<file path="config.mk">
export PLATFORM = sky130hd
export DESIGN_NAME = power_off_wakeup_sequencer
export DESIGN_NICKNAME = d
export VERILOG_FILES = /design/src/core/wake_pkg.sv /design/src/core/wake_reset_timer.sv /design/src/core/sync2.sv /design/src/core/power_off_wakeup_sequencer.sv
export SDC_FILE = /design/constraint.sdc
export NUM_CORES = 1
export LEC_CHECK = 0
export ABC_AREA = 1
export BUFFER_PORTS_ARGS = -buffer_cell sky130_fd_sc_hd__buf_2
export CAP_MARGIN = 5
export CORE_ASPECT_RATIO = 0.7
export CORE_MARGIN = 2
export CORE_UTILIZATION = 25
export DETAILED_ROUTE_END_ITERATION = 7
export GPL_TIMING_DRIVEN = 0
export PLACE_DENSITY = 0.38
export SETUP_SLACK_MARGIN = 0.1
export SLEW_MARGIN = 0
export SYNTH_ARGS = -nofsm -noshare
export SYNTH_HDL_FRONTEND = slang
export SYNTH_HIERARCHICAL = 1
export SYNTH_SLANG_ARGS = --single-unit
</file>
<file path="constraint.sdc">
create_clock -name clk_sys_in -period 2.4 [get_ports clk_sys_in]
set_input_delay 0.48 -clock clk_sys_in [delete_from_list [all_inputs] [get_ports clk_sys_in]]
set_output_delay 0.48 -clock clk_sys_in [all_outputs]
set_load 0.02 [all_outputs]
</file>
<file path="src/core/wake_pkg.sv">
// Function
// - Enabled wake source in power-off asserts reset
// - Sixteen-bit counter holds reset 65536 crystal periods
// - Unmasked wake source sets its pending bit
// - Masked wake source wakes, pending stays clear
// - Retention words survive power-off and wake reset
// - Retention words cleared only by pin/watchdog/rst_n_in
// - Alarm wake leaves alarm pending bit clear
// - Power-off GPIO outputs drive data, inputs stay
// - Special bit resets 0, needs strap3 and pin-wake
package wake_pkg;
    // ------------------------------------------------------------
    // Register map
    // ------------------------------------------------------------
    localparam logic [11:0] OFF_SCRATCH_A   = 12'h000;
    localparam logic [11:0] OFF_SCRATCH_B   = 12'h004;
    localparam logic [11:0] OFF_CLOCK_CTRL  = 12'h008;
    localparam logic [11:0] OFF_EXT_MASK    = 12'h00C;
    localparam logic [11:0] OFF_SRC_PEND    = 12'h010;
    localparam logic [11:0] OFF_EXT_PEND    = 12'h014;
    localparam logic [11:0] OFF_POWER_CTRL  = 12'h018;
    localparam logic [11:0] OFF_GPIO_DATA   = 12'h01C;
    localparam logic [11:0] OFF_GPIO_DIR    = 12'h020;
    localparam logic [11:0] OFF_STATUS      = 12'h024;
    // ------------------------------------------------------------
    // Fields and reset values
    // ------------------------------------------------------------
    localparam int          EXT_LINES       = 8;
    localparam int          GPIO_PINS       = 8;
    localparam int          SPECIAL_BIT_POS = 0;
    localparam int          ALARM_SRC_POS   = 8;
    localparam logic [31:0] SCRATCH_RESET   = 32'h0000_0000;
    localparam logic [7:0]  MASK_RESET      = 8'hFF;
    // ------------------------------------------------------------
    // Timing
    // ------------------------------------------------------------
    localparam logic [15:0] WAKE_RST_COUNT  = 16'hFFFF;
    // Power states
    typedef enum logic [1:0] {ST_RUN, ST_OFF, ST_WAKE} pwr_state_type;
endpackage

</file>
<file path="src/core/wake_reset_timer.sv">
`timescale 1ns/1ps
`default_nettype none
// Counts crystal periods while the wake reset is held
module wake_reset_timer
    import wake_pkg::*;
(
    // Clock and reset
    input  wire logic clk_sys_in,
    input  wire logic rst_n_in,
    // Control
    input  wire logic start_in,
    input  wire logic xtal_tick_in,
    output var  logic active_out
);
    logic [15:0] count_reg;   // Crystal periods elapsed
    logic        active_reg;  // Reset held
    wire         done = active_reg && xtal_tick_in && (count_reg == WAKE_RST_COUNT);

    // ------------------------------------------------------------
    // Counter
    // ------------------------------------------------------------
    always_ff @(posedge clk_sys_in or negedge rst_n_in) begin
        if (!rst_n_in) begin
            count_reg  <= 16'h0000;
            active_reg <= 1'b0;
        end else if (start_in) begin
            count_reg  <= 16'h0000;
            active_reg <= 1'b1;
        end else if (done) begin
            active_reg <= 1'b0;
        end else if (active_reg && xtal_tick_in) begin
            count_reg  <= count_reg + 16'h0001;
        end
    end
    assign active_out = active_reg;

    // Reset is let go only at the terminal count
    property p_release_at_end;
        @(posedge clk_sys_in) disable iff (!rst_n_in)
        $fell(active_reg) |-> $past(count_reg) == WAKE_RST_COUNT;
    endproperty
    a_release_at_end: assert property (p_release_at_end) else $error("wake reset released early");
endmodule // wake_reset_timer
`default_nettype wire

</file>
<file path="src/core/sync2.sv">
`timescale 1ns/1ps
`default_nettype none
// Two-flop synchroniser for a bus of levels
module sync2 #(
    parameter int W = 1
) (
    input  wire logic         clk_sys_in,
    input  wire logic         rst_n_in,
    input  wire logic [W-1:0] d_in,
    output var  logic [W-1:0] q_out
);
    logic [W-1:0] meta_reg;   // First stage, read only by second
    // ------------------------------------------------------------
    // Stages
    // ------------------------------------------------------------
    always_ff @(posedge clk_sys_in or negedge rst_n_in) begin
        if (!rst_n_in) begin
            meta_reg <= '0;
            q_out    <= '0;
        end else begin
            meta_reg <= d_in;
            q_out    <= meta_reg;
        end
    end
endmodule // sync2
`default_nettype wire

</file>
<file path="src/core/power_off_wakeup_sequencer.sv">
`timescale 1ns/1ps
`default_nettype none
// Power-off wake-up sequencer with APB register access
module power_off_wakeup_sequencer
    import wake_pkg::*;
(
    // Clock and resets
    input  wire logic                 clk_sys_in,
    input  wire logic                 rst_n_in,
    input  wire logic                 external_reset_pin_n_in,
    input  wire logic                 watchdog_reset_in,
    // APB
    input  wire logic                 psel,
    input  wire logic                 penable,
    input  wire logic                 pwrite,
    input  wire logic [11:0]          paddr,
    input  wire logic [31:0]          pwdata,
    output var  logic [31:0]          prdata,
    output var  logic                 pready,
    output var  logic                 pslverr,
    // Wake sources and straps
    input  wire logic [EXT_LINES-1:0] ext_wake_in,
    input  wire logic                 rtc_alarm_in,
    input  wire logic                 xtal_clk_in,
    input  wire logic                 operating_mode_strap3_in,
    // Outputs
    output var  logic                 internal_reset_out,
    output var  logic                 power_off_out,
    output var  logic                 special_mode_out,
    output var  logic [GPIO_PINS-1:0] gpio_out,
    output var  logic [GPIO_PINS-1:0] gpio_oe_out
);
    // ------------------------------------------------------------
    // Input synchronisers
    // ------------------------------------------------------------
    logic [EXT_LINES+3:0] raw_in;     // Pin inputs before sync
    logic [EXT_LINES+3:0] sync_q;     // Synchronised pin inputs
    assign raw_in = {~external_reset_pin_n_in, operating_mode_strap3_in,
                     xtal_clk_in, rtc_alarm_in, ext_wake_in};
    sync2 #(.W(EXT_LINES+4)) u_sync (
        .clk_sys_in (clk_sys_in),
        .rst_n_in   (rst_n_in),
        .d_in       (raw_in),
        .q_out      (sync_q)
    );
    wire [EXT_LINES-1:0] ext_s    = sync_q[EXT_LINES-1:0];
    wire                 alarm_s  = sync_q[EXT_LINES];
    wire                 xtal_s   = sync_q[EXT_LINES+1];
    wire                 strap3_s = sync_q[EXT_LINES+2];
    wire                 pin_rst  = sync_q[EXT_LINES+3];

    // ------------------------------------------------------------
    // State
    // ------------------------------------------------------------
    pwr_state_type        state_reg;        // Power state
    logic                 xtal_d_reg;       // Crystal edge detect
    logic [31:0]          scratch_a_reg;    // Retention word A
    logic [31:0]          scratch_b_reg;    // Retention word B
    logic                 special_reg;      // Special-mode bit
    logic [EXT_LINES-1:0] ext_mask_reg;     // External mask
    logic [EXT_LINES-1:0] ext_pend_reg;     // External pending
    logic [EXT_LINES-1:0] wake_en_reg;      // Wake enables
    logic                 src_pend_reg;     // Source pending, external group
    logic                 pin_wake_reg;     // Last wake came from reset pin
    logic [GPIO_PINS-1:0] gpio_data_reg;    // Port data
    logic [GPIO_PINS-1:0] gpio_dir_reg;     // 1 = output
    logic                 rst_active;       // Wake reset held

    // ------------------------------------------------------------
    // Decode
    // ------------------------------------------------------------
    wire xtal_tick = xtal_s & ~xtal_d_reg;
    wire wr        = psel & penable & pwrite;
    wire rd_hit    = (paddr <= OFF_STATUS) && (paddr[1:0] == 2'b00);
    function automatic logic hit(input logic [11:0] a, input logic [11:0] off);
        hit = (a == off);
    endfunction
    wire [EXT_LINES-1:0] ext_fire = ext_s & wake_en_reg;
    wire wake     = (state_reg == ST_OFF) && ((|ext_fire) || alarm_s || pin_rst);
    wire ext_wake = (state_reg == ST_OFF) && (|ext_fire);
    wire [EXT_LINES-1:0] pend_set = ext_wake ? (ext_fire & ~ext_mask_reg)
                                             : {EXT_LINES{1'b0}};
    wire clear_words = pin_rst | watchdog_reset_in;

    // ------------------------------------------------------------
    // Wake reset timer
    // ------------------------------------------------------------
    wake_reset_timer u_timer (
        .clk_sys_in   (clk_sys_in),
        .rst_n_in     (rst_n_in),
        .start_in     (wake),
        .xtal_tick_in (xtal_tick),
        .active_out   (rst_active)
    );

    // ------------------------------------------------------------
    // Power state machine
    // ------------------------------------------------------------
    always_ff @(posedge clk_sys_in or negedge rst_n_in) begin
        if (!rst_n_in) begin
            state_reg    <= ST_RUN;
            xtal_d_reg   <= 1'b0;
            pin_wake_reg <= 1'b0;
        end else begin
            xtal_d_reg <= xtal_s;
            case (state_reg)
                ST_RUN: begin
                    if (wr && hit(paddr, OFF_POWER_CTRL) && pwdata[0]) begin
                        state_reg <= ST_OFF;
                    end
                end
                ST_OFF: begin
                    if (wake) begin
                        state_reg    <= ST_WAKE;
                        pin_wake_reg <= pin_rst;
                    end
                end
                ST_WAKE: begin
                    if (!rst_active && !wake) begin
                        state_reg <= ST_RUN;
                    end
                end
                default: state_reg <= ST_RUN;
            endcase
        end
    end

    // ------------------------------------------------------------
    // Retention words
    // ------------------------------------------------------------
    always_ff @(posedge clk_sys_in or negedge rst_n_in) begin
        if (!rst_n_in) begin
            scratch_a_reg <= SCRATCH_RESET;
            scratch_b_reg <= SCRATCH_RESET;
        end else if (clear_words) begin
            scratch_a_reg <= SCRATCH_RESET;
            scratch_b_reg <= SCRATCH_RESET;
        end else if (wr && hit(paddr, OFF_SCRATCH_A)) begin
            scratch_a_reg <= pwdata;
        end else if (wr && hit(paddr, OFF_SCRATCH_B)) begin
            scratch_b_reg <= pwdata;
        end
    end

    // ------------------------------------------------------------
    // Control registers and pending bits
    // ------------------------------------------------------------
    always_ff @(posedge clk_sys_in or negedge rst_n_in) begin
        if (!rst_n_in) begin
            special_reg   <= 1'b0;
            ext_mask_reg  <= MASK_RESET;
            wake_en_reg   <= '0;
            gpio_data_reg <= '0;
            gpio_dir_reg  <= '0;
        end else begin
            if (wr && hit(paddr, OFF_CLOCK_CTRL)) begin
                // Special mode only with strap3 and a pin wake
                special_reg <= pwdata[SPECIAL_BIT_POS] & strap3_s & pin_wake_reg;
            end
            if (wr && hit(paddr, OFF_EXT_MASK)) begin
                ext_mask_reg <= pwdata[EXT_LINES-1:0];
            end
            if (wr && hit(paddr, OFF_POWER_CTRL) && state_reg == ST_RUN) begin
                wake_en_reg <= pwdata[EXT_LINES+7:8];
            end
            if (wr && hit(paddr, OFF_GPIO_DATA) && state_reg == ST_RUN) begin
                gpio_data_reg <= pwdata[GPIO_PINS-1:0];
            end
            if (wr && hit(paddr, OFF_GPIO_DIR) && state_reg == ST_RUN) begin
                gpio_dir_reg <= pwdata[GPIO_PINS-1:0];
            end
        end
    end

    // Pending: write one to clear, a new set wins over the clear
    always_ff @(posedge clk_sys_in or negedge rst_n_in) begin
        if (!rst_n_in) begin
            ext_pend_reg <= '0;
            src_pend_reg <= 1'b0;
        end else begin
            ext_pend_reg <= (ext_pend_reg & ~((wr && hit(paddr, OFF_EXT_PEND))
                            ? pwdata[EXT_LINES-1:0] : {EXT_LINES{1'b0}})) | pend_set;
            // Alarm wake never reaches the source pending register
            src_pend_reg <= (src_pend_reg & ~(wr && hit(paddr, OFF_SRC_PEND) && pwdata[0]))
                            | (|pend_set);
        end
    end

    // ------------------------------------------------------------
    // Outputs and APB answer
    // ------------------------------------------------------------
    always_ff @(posedge clk_sys_in or negedge rst_n_in) begin
        if (!rst_n_in) begin
            internal_reset_out <= 1'b0;
            power_off_out      <= 1'b0;
            special_mode_out   <= 1'b0;
            gpio_out           <= '0;
            gpio_oe_out        <= '0;
            prdata             <= 32'h0000_0000;
            pready             <= 1'b0;
            pslverr            <= 1'b0;
        end else begin
            internal_reset_out <= wake | rst_active;
            power_off_out      <= (state_reg == ST_OFF);
            special_mode_out   <= special_reg;
            gpio_out           <= gpio_data_reg & gpio_dir_reg;
            gpio_oe_out        <= gpio_dir_reg;
            pready             <= psel & ~penable;
            pslverr            <= psel & ~penable & ~rd_hit;
            case (paddr)
                OFF_SCRATCH_A:  prdata <= scratch_a_reg;
                OFF_SCRATCH_B:  prdata <= scratch_b_reg;
                OFF_CLOCK_CTRL: prdata <= {31'h0, special_reg};
                OFF_EXT_MASK:   prdata <= {24'h0, ext_mask_reg};
                OFF_SRC_PEND:   prdata <= {31'h0, src_pend_reg};
                OFF_EXT_PEND:   prdata <= {24'h0, ext_pend_reg};
                OFF_POWER_CTRL: prdata <= {16'h0, wake_en_reg, 8'h0};
                OFF_GPIO_DATA:  prdata <= {24'h0, gpio_data_reg};
                OFF_GPIO_DIR:   prdata <= {24'h0, gpio_dir_reg};
                OFF_STATUS:     prdata <= {29'h0, pin_wake_reg, rst_active,
                                           state_reg == ST_OFF};
                default:        prdata <= 32'h0000_0000;
            endcase
        end
    end

    // ------------------------------------------------------------
    // Checks
    // ------------------------------------------------------------
    property p_wake_reset;
        @(posedge clk_sys_in) disable iff (!rst_n_in)
        wake |=> internal_reset_out;
    endproperty
    a_wake_reset: assert property (p_wake_reset) else $error("no reset on wake");

    property p_reset_holds;
        @(posedge clk_sys_in) disable iff (!rst_n_in)
        $rose(rst_active) |=> rst_active [*8];
    endproperty
    a_reset_holds: assert property (p_reset_holds) else $error("reset too short");

    property p_pend_set;
        @(posedge clk_sys_in) disable iff (!rst_n_in)
        ext_wake && |(ext_fire & ~ext_mask_reg) |=> src_pend_reg;
    endproperty
    a_pend_set: assert property (p_pend_set) else $error("pending not set");

    property p_mask_clear;
        @(posedge clk_sys_in) disable iff (!rst_n_in)
        (ext_mask_reg == 8'hFF) && $stable(ext_mask_reg) |=> $stable(src_pend_reg) || !src_pend_reg;
    endproperty
    a_mask_clear: assert property (p_mask_clear) else $error("masked pending set");

    property p_keep_words;
        @(posedge clk_sys_in) disable iff (!rst_n_in)
        !clear_words && !wr |=> $stable(scratch_a_reg) && $stable(scratch_b_reg);
    endproperty
    a_keep_words: assert property (p_keep_words) else $error("retention lost");

    property p_clear_words;
        @(posedge clk_sys_in) disable iff (!rst_n_in)
        clear_words |=> scratch_a_reg == 32'h0 && scratch_b_reg == 32'h0;
    endproperty
    a_clear_words: assert property (p_clear_words) else $error("retention not cleared");

    property p_alarm_no_pend;
        @(posedge clk_sys_in) disable iff (!rst_n_in)
        wake && !ext_wake && !src_pend_reg |=> !src_pend_reg;
    endproperty
    a_alarm_no_pend: assert property (p_alarm_no_pend) else $error("alarm set pending");

    property p_gpio_off;
        @(posedge clk_sys_in) disable iff (!rst_n_in)
        power_off_out |-> gpio_oe_out == gpio_dir_reg && gpio_out == (gpio_data_reg & gpio_dir_reg);
    endproperty
    a_gpio_off: assert property (p_gpio_off) else $error("gpio lost state");

    property p_special;
        @(posedge clk_sys_in) disable iff (!rst_n_in)
        $rose(special_reg) |-> $past(strap3_s) && $past(pin_wake_reg);
    endproperty
    a_special: assert property (p_special) else $error("illegal special mode");

    // Every unmasked line that woke the chip is pending afterwards
    property p_ext_pend_set;
        @(posedge clk_sys_in) disable iff (!rst_n_in)
        (|pend_set) |=> (ext_pend_reg & $past(pend_set)) == $past(pend_set);
    endproperty
    a_ext_pend_set: assert property (p_ext_pend_set) else $error("line pending not set");

    // A masked line never raises its own pending bit
    property p_ext_pend_masked;
        @(posedge clk_sys_in) disable iff (!rst_n_in)
        ext_wake |=> (ext_pend_reg & ~$past(ext_pend_reg) & $past(ext_mask_reg)) == {EXT_LINES{1'b0}};
    endproperty
    a_ext_pend_masked: assert property (p_ext_pend_masked) else $error("masked line pending");

    // Pins keep their state for as long as power-off lasts
    property p_gpio_hold;
        @(posedge clk_sys_in) disable iff (!rst_n_in)
        power_off_out && $past(power_off_out) |-> $stable(gpio_out) && $stable(gpio_oe_out);
    endproperty
    a_gpio_hold: assert property (p_gpio_hold) else $error("gpio changed in power-off");
endmodule // power_off_wakeup_sequencer
`default_nettype wire

</file>
==> flow_metrics.tcl, run 1 <==
set metrics [dict create \
    synth.distinct_cells 33 \
    drtIter0Drc 534 \
    cts_resized 0 \
    die_w_um 230.7 \
    cts_tree "yes" \
    fin_tns_setup_ns 0 \
    finalSetupViolCount 0 \
    insertion_delay_ns 0.53 \
    synth_compound_area_share_pct 4.843 \
    wl_per_cell_um 16.14 \
    p_leak_nw 5.938 \
    syn_inst 1034 \
    yosys.area_share.simple_pct 30.91 \
    port_buffers 114 \
    first_global_vias 6947 \
    crit_arrival_ns 2.38 \
    setup_slack_ns 0.4453 \
    totalWireLength_mm 27.02 \
    drtPass1Iterations 4 \
    avgSynthCellArea_um2 8.695 \
    yosysTopAreaCell "dfrtp_1" \
    synth.area.top_cells "dfrtp_1 (55%), nand2_1 (15%), nand3_1 (6.5%)" \
    wl_met3_mm 1.189 \
    clk_pin_slew_ns 0.06 \
    dieArea_um2 37520 \
    synth_top_area_share_pct 54.55 \
    cp-start-kind "flop" \
    power_density_nw_per_um2 688.5 \
    initial_core_util_pct 25.18 \
    vias 7067 \
    die_y_um 162.7 \
    grt_pass1_wl_mm 42.55 \
    critPathCaptureType "flop" \
    status "completed" \
    finalCritPeriodShare_pct 81.45 \
    yosys.area_share.xor_xnor_pct 0.2922 \
    tightestPinTransition_ns 0.6103 \
    nNetsFinal 1239 \
    via_per_inst 4.222 \
    io_pins 115 \
    synth_top_family_by_area "simple AND/OR/NAND/NOR gates" \
    htreeDepth 1 \
    globalRouteOverflowTotal 0 \
    top_layer_used "met4" \
    rsz0062_at_grt "false" \
    drv_slew 0 \
    drc 0 \
    hold_violations 0 \
    pre_cts_ws_ns 0.1702 \
    hold_class "in2reg" \
    grt_usage_pct 14.77 \
    syn_area_um2 8991 \
    vdd_drop_max_v 0.0004199 \
    wirelength_met1_mm 14.89 \
    numCtsBuffers 24 \
    syn_to_final_growth_pct 22.52 \
    yosysSeqAreaShare_pct 56.89 \
    cp_cell_sequence "nand2_1 > clkinv_1 > nand2_1 > inv_1 > inv_2 > o21ai_1 > nand2_1 > nand2_1" \
    critPathSlowestCell "dfrtp_1" \
    ant_nets 0 \
    antenna_cells 0 \
    wl_met2_mm 10.51 \
    root_buffer "clkbuf_16" \
    synth-warning-count 6 \
    place.gp.congestion 0.7500 \
    cts_buffer_depth 3 \
    fin_skew_ns 0.009385 \
    crit_family "buffers and inverters" \
    cp_max_fo 17 \
    finalCriticalPeriod_ns 1.955 \
    synthAdderAreaFrac_pct 0.1392 \
    cpPeakStageDelay_ns 0.39 \
    slew_headroom_pct 59.31 \
    antenna_found_initial 0 \
    core_um2 35700 \
    synth_seq_cells 204 \
    cap_violations 0 \
    critPathKind "reg2reg" \
    grt_max_degree 113 \
    crit_buf_inv 3 \
    placementRows 58 \
    dpl.hpwl_mm 19.71 \
    drive_gt1_share_pct 20.44 \
    synthMuxAreaShare_pct 0 \
    timing.fmax_mhz 511.6 \
    syn-num-nets 1097 \
    cts_sinks 204 \
    cp_common_cell "nand2_1" \
    required_ns 2.82 \
]
-- synth_stat cells --
cell / number
nor2_8: 4
o31ai_1: 1
clkinv_1: 1
xor2_1: 3
clkinv_2: 1
buf_6: 7
a21boi_0: 1
o21ai_0: 19
nand2_1: 366
o21ai_1: 14
o21bai_1: 4
ha_1: 1
buf_4: 9
o211ai_1: 8
inv_1: 92
buf_2: 11
o21ai_2: 16
nor2_2: 4
a21oi_1: 5
clkbuf_1: 12
nand2_2: 2
dfstp_2: 8
nand4_1: 19
inv_2: 6
nor2_1: 80
nand3_2: 4
nand2_4: 6
nand3_4: 2
nor2_4: 9
and3_1: 4
dfrtp_1: 196
nand3_1: 116
or2_2: 3
-- final timing paths --
| path | startpoint | to | slack, ns | cells past startpoint |
|---|---|---|---|---|
| worst max-delay path | state_reg[0] | u_timer/count_reg[4] | 0.45 | 8 |
| worst min-delay path | operating_mode_strap3_in | u_sync/meta_reg[10] | 0.05 | 1 |
| worst max register to register | state_reg[0] | u_timer/count_reg[4] | 0.45 | 8 |
| worst min register to register | u_sync/meta_reg[5] | u_sync/q_out[5] | 0.35 | 0 |
| max in group asynchronous | rst_n_in | wake_en_reg[7] | 0.88 | 4 |
| min in group asynchronous | rst_n_in | gpio_oe_out[0] | 0.32 | 2 |
-- through the flow --
step                      total power [mW]  cells  hold WS, ns  cell area [µm²]  util, %
after floorplan                      3.771   1034       0.1844             8991        -
after CTS                            7.718   1675      0.02753            11020    30.86
after global routing                 7.941   1674      0.02887            11020    30.85
after global placement               3.991   1628       0.3357            10160    28.46
after detailed placement             4.003   1630       0.2641            10230    28.64
final                                7.584   1674      0.05415            11020    30.85
-- power by group --
part / switching (mW) / total [mW] / internal, mW / leakage [nW]
registers: 0.0523 / 3.55 / 3.50 / 2.65
clock network: 1.48 / 3.65 / 2.17 / 0.383
logic: 0.264 / 0.383 / 0.119 / 2.91
total: 1.80 / 7.58 / 5.79 / 5.94
-- cells in the final DEF, fill, tap and decap left out, types with 8 or more instances in the layout --
cell       instances
dfrtp_1          196
buf_4              9
o21ai_2           16
o211ai_1           8
nand3_1          116
dfstp_2            8
nand2_1          366
clkbuf_16         25
nand4_1           19
nor2_4             9
clkbuf_1          19
nor2_1            80
buf_2            124
o21ai_0           19
inv_1             92
o21ai_1           14
-- cell type report --
| type | instances | area, µm² |
|---|---|---|
| repair buffers | 117 | 645.6 |
| flip-flops and latches | 204 | 5115 |
| clock inverters | 6 | 57.56 |
| plain buffers | 38 | 242.7 |
| well taps | 480 | 600.6 |
| inverters | 100 | 376.6 |
| clock buffers | 38 | 724.4 |
| multi-input cells | 691 | 3253 |
| fillers | 3882 | 24690 |
-- cells by family after synthesis --
logic type                 count (synthesis)
adders and majority gates                  1
xor gates and xnor gates                   3
buffers and inverters                    139
DFF                                      204
AOI/OAI and AO/OA                         68
and+or+nand+nor                          619
-- timing repair --
item                       4_1_cts  5_1_grt
hold buffers                     1        0
hold endpoints to repair         2        0
setup endpoints to repair        0       10
buffers inserted                 0        0
-- per-layer routing --
layer  global-route usage [%]  vias to the layer above
met1                    23.95                     3359
met3                    2.539                       30
met4                    2.757                        0
li1                         -                     3545
met5                        0                        -
met2                    20.11                      133
(Power assumes the default switching activity.)
==> inputs of run 2 (changes only) <==
--- a/config.mk
+++ b/config.mk
@@ -13,7 +13,7 @@
 export CORE_UTILIZATION = 25
 export DETAILED_ROUTE_END_ITERATION = 7
 export GPL_TIMING_DRIVEN = 0
-export PLACE_DENSITY = 0.38
+export PLACE_DENSITY = 0.39
 export SETUP_SLACK_MARGIN = 0.1
 export SLEW_MARGIN = 0
 export SYNTH_ARGS = -nofsm -noshare
==> constraint.sdc (replaced) <==
create_clock -name clk_sys_in -period 1.61 [get_ports clk_sys_in]
set_input_delay 0.322 -clock clk_sys_in [delete_from_list [all_inputs] [get_ports clk_sys_in]]
set_output_delay 0.322 -clock clk_sys_in [all_outputs]
set_load 0.02 [all_outputs]
==> run 2 against run 1 <==
The flow now finishes with violations (hold timing). Critical endpoint is now u_timer/count_reg[8]. Die area is the same. Fmax grew 27%. Cell count grew 2.4%. Core utilization grew 2.1 points. Non-clock buffer count grew 41. Setup slack lost 0.38 ns. First-iteration DRC count shrank 38%. Combinational power grew 91%. Sequential share of layout area shrank 2.9 points. Critical path depth grew 2. Sequential cell count is the same. Clock skew grew 0.0021 ns.
==> flow_metrics.tcl, run 2 (synthesis gave the netlist of run 1 again) <==
set metrics [dict create \
    status "finished, violations left" \
    violations "hold timing" \
    clk_pin_slew_ns 0.06 \
    r2r_cells 10 \
    totalWireLength_mm 27.97 \
    cp_num_cells 10 \
    cpPeakStageDelay_ns 0.42 \
    required_ns 2.08 \
    dpl.hpwl_mm 19.44 \
    finalCritPeriodShare_pct 95.72 \
    crit_family "simple AND/OR/NAND/NOR gates" \
    setup_slack_ns 0.06895 \
    htreeDepth 1 \
    globalRouteOverflowTotal 0 \
    port_buffers 114 \
    tightestPinTransition_ns 0.7895 \
    placementRows 58 \
    p_leak_nw 6.302 \
    crit_arrival_ns 2.01 \
    syn_to_final_growth_pct 30.89 \
    vias 7278 \
    drtPass1Iterations 4 \
    finalCriticalPeriod_ns 1.541 \
    die_w_um 230.7 \
    utilization_pct 32.96 \
    first_global_vias 7235 \
    grt_usage_pct 15.04 \
    layout_common_cells "nand2_1 (347), dfrtp_1 (191), buf_2 (124), nand3_1 (114), inv_1 (90)" \
    cap_violations 0 \
    cts_tree "yes" \
    power_density_nw_per_um2 1018 \
    drv_slew 0 \
    antenna_cells 0 \
    root_buffer "clkbuf_16" \
    nNetsFinal 1280 \
    grt_pass1_wl_mm 43.32 \
    wl_per_cell_um 16.32 \
    cp_max_fo 5 \
    die_y_um 162.7 \
    cp-start-kind "flop" \
    io_pins 115 \
    core_um2 35700 \
    finalSetupViolCount 0 \
    fin_skew_ns 0.01150 \
    critPathSlowestCell "dfrtp_1" \
    critPathCaptureType "flop" \
    crit_buf_inv 3 \
    dieArea_um2 37520 \
    hold_violations 96 \
    nFillCells 3823 \
    timing.fmax_mhz 648.9 \
    rsz0062_at_grt "true" \
    critPathKind "reg2reg" \
    drive_gt1_share_pct 26.66 \
    drtIter0Drc 329 \
    pre_cts_ws_ns -0.4147 \
    cts_sinks 204 \
    slew_headroom_pct 47.36 \
    cp_common_cell "nor2_4" \
    cts_buffer_depth 3 \
    insertion_delay_ns 0.53 \
    final_common_cell "nand2_1" \
    vdd_drop_max_v 0.0005755 \
    place.gp.congestion 0.7634 \
    multi_input_area_um2 3437 \
    hold_class "in2async" \
    grt_max_degree 106 \
    drc 0 \
    postCtsHoldBufs 13 \
    numCtsBuffers 24 \
    cp_cell_sequence "ha_4 > nand3_4 > inv_2 > nand2_4 > nor2_4 > nor2_4 > buf_6 > clkbuf_16 > nand4_1 > nand2_1" \
    via_per_inst 4.246 \
    initial_core_util_pct 25.18 \
    hold_slack_ns -0.1539 \
    ant_nets 0 \
    antenna_found_initial 0 \
    seq_area_um2 5121 \
]
run 2: cell count changes in the layout (fill, tap and decap cells not counted), sizes merged:
| cell | before | now |
|---|---|---|
| bufinv | 1 | 4 |
| clkinv | 6 | 8 |
| buf | 143 | 170 |
| clkbuf | 49 | 47 |
| inv | 98 | 97 |
| clkinvlp | 1 | 0 |
| dlygate4sd3 | 1 | 13 |
run 2: report_power, final:
part / total, mW / switching [mW] / leakage, nW / internal, mW
Clock: 5.95 / 2.25 / 0.425 / 3.70
Combinational: 0.730 / 0.449 / 3.24 / 0.281
Sequential: 5.30 / 0.0876 / 2.64 / 5.21
run 2: area by class of cell:
cell class | instances | area share (%)
Clock buffer | 34 | 6.028
Tap cell | 480 | 5.103
Inverter | 100 | 3.413
Clock inverter | 9 | 1.265
Sequential cell | 204 | 43.51
Buffer | 39 | 2.679
Timing Repair Buffer | 157 | 8.792
Multi-Input combinational cell | 691 | 29.20
run 2: layer usage:
metal / global-route usage, % / vias to the layer above / share of wire (%)
met5: 0 / - / 0
met2: 20.30 / 135 / 39
li1: - / 3645 / -
met4: 2.757 / 0 / 1.5
met3: 2.959 / 33 / 4.6
met1: 24.36 / 3465 / 55
run 2: repair_timing:
item,CTS,global route
cloned,2,2
hold endpoints to repair,109,96
buffers inserted,17,8
pin swaps,7,15
gates resized for setup,46,57
endpoints found under the setup margin,94,63
run 2: worst reg2reg max path, cell delays in order, from the launching register on:
cell	delay, ns
dfrtp_1	0.42
ha_4	0.19
nand3_4	0.10
inv_2	0.05
nand2_4	0.06
nor2_4	0.05
nor2_4	0.18
buf_6	0.16
clkbuf_16	0.14
nand4_1	0.07
nand2_1	0.07
run 2: final timing paths:
| kind | startpoint | end | slack, ns |
|---|---|---|---|
| max reg2reg | u_timer/count_reg[0] | u_timer/count_reg[8] | 0.07 |
| max in group asynchronous | rst_n_in | scratch_b_reg[14] | 0.71 |
| min | rst_n_in | gpio_out[0] | -0.15 |
| min reg2reg | u_sync/meta_reg[2] | u_sync/q_out[2] | 0.35 |
| max | u_timer/count_reg[0] | u_timer/count_reg[8] | 0.07 |
| min in group clk_sys_in | psel | pready | 0.03 |
run 2: through the flow:
stage                     instance area, µm²  hold slack (ns)   TNS (ns)  instances  total power [mW]
final                                  11770          -0.1539          0       1714             11.98
after global placement                 10160           0.3340    -785.68       1628             5.949
after detailed placement               10200           0.3347     -35.47       1629             5.957
after CTS                              11480          -0.1342          0       1704             12.13
after global routing                   11770          -0.1017  -0.007823       1714             12.50
after floorplan                         8992          0.02641          0       1034             5.621
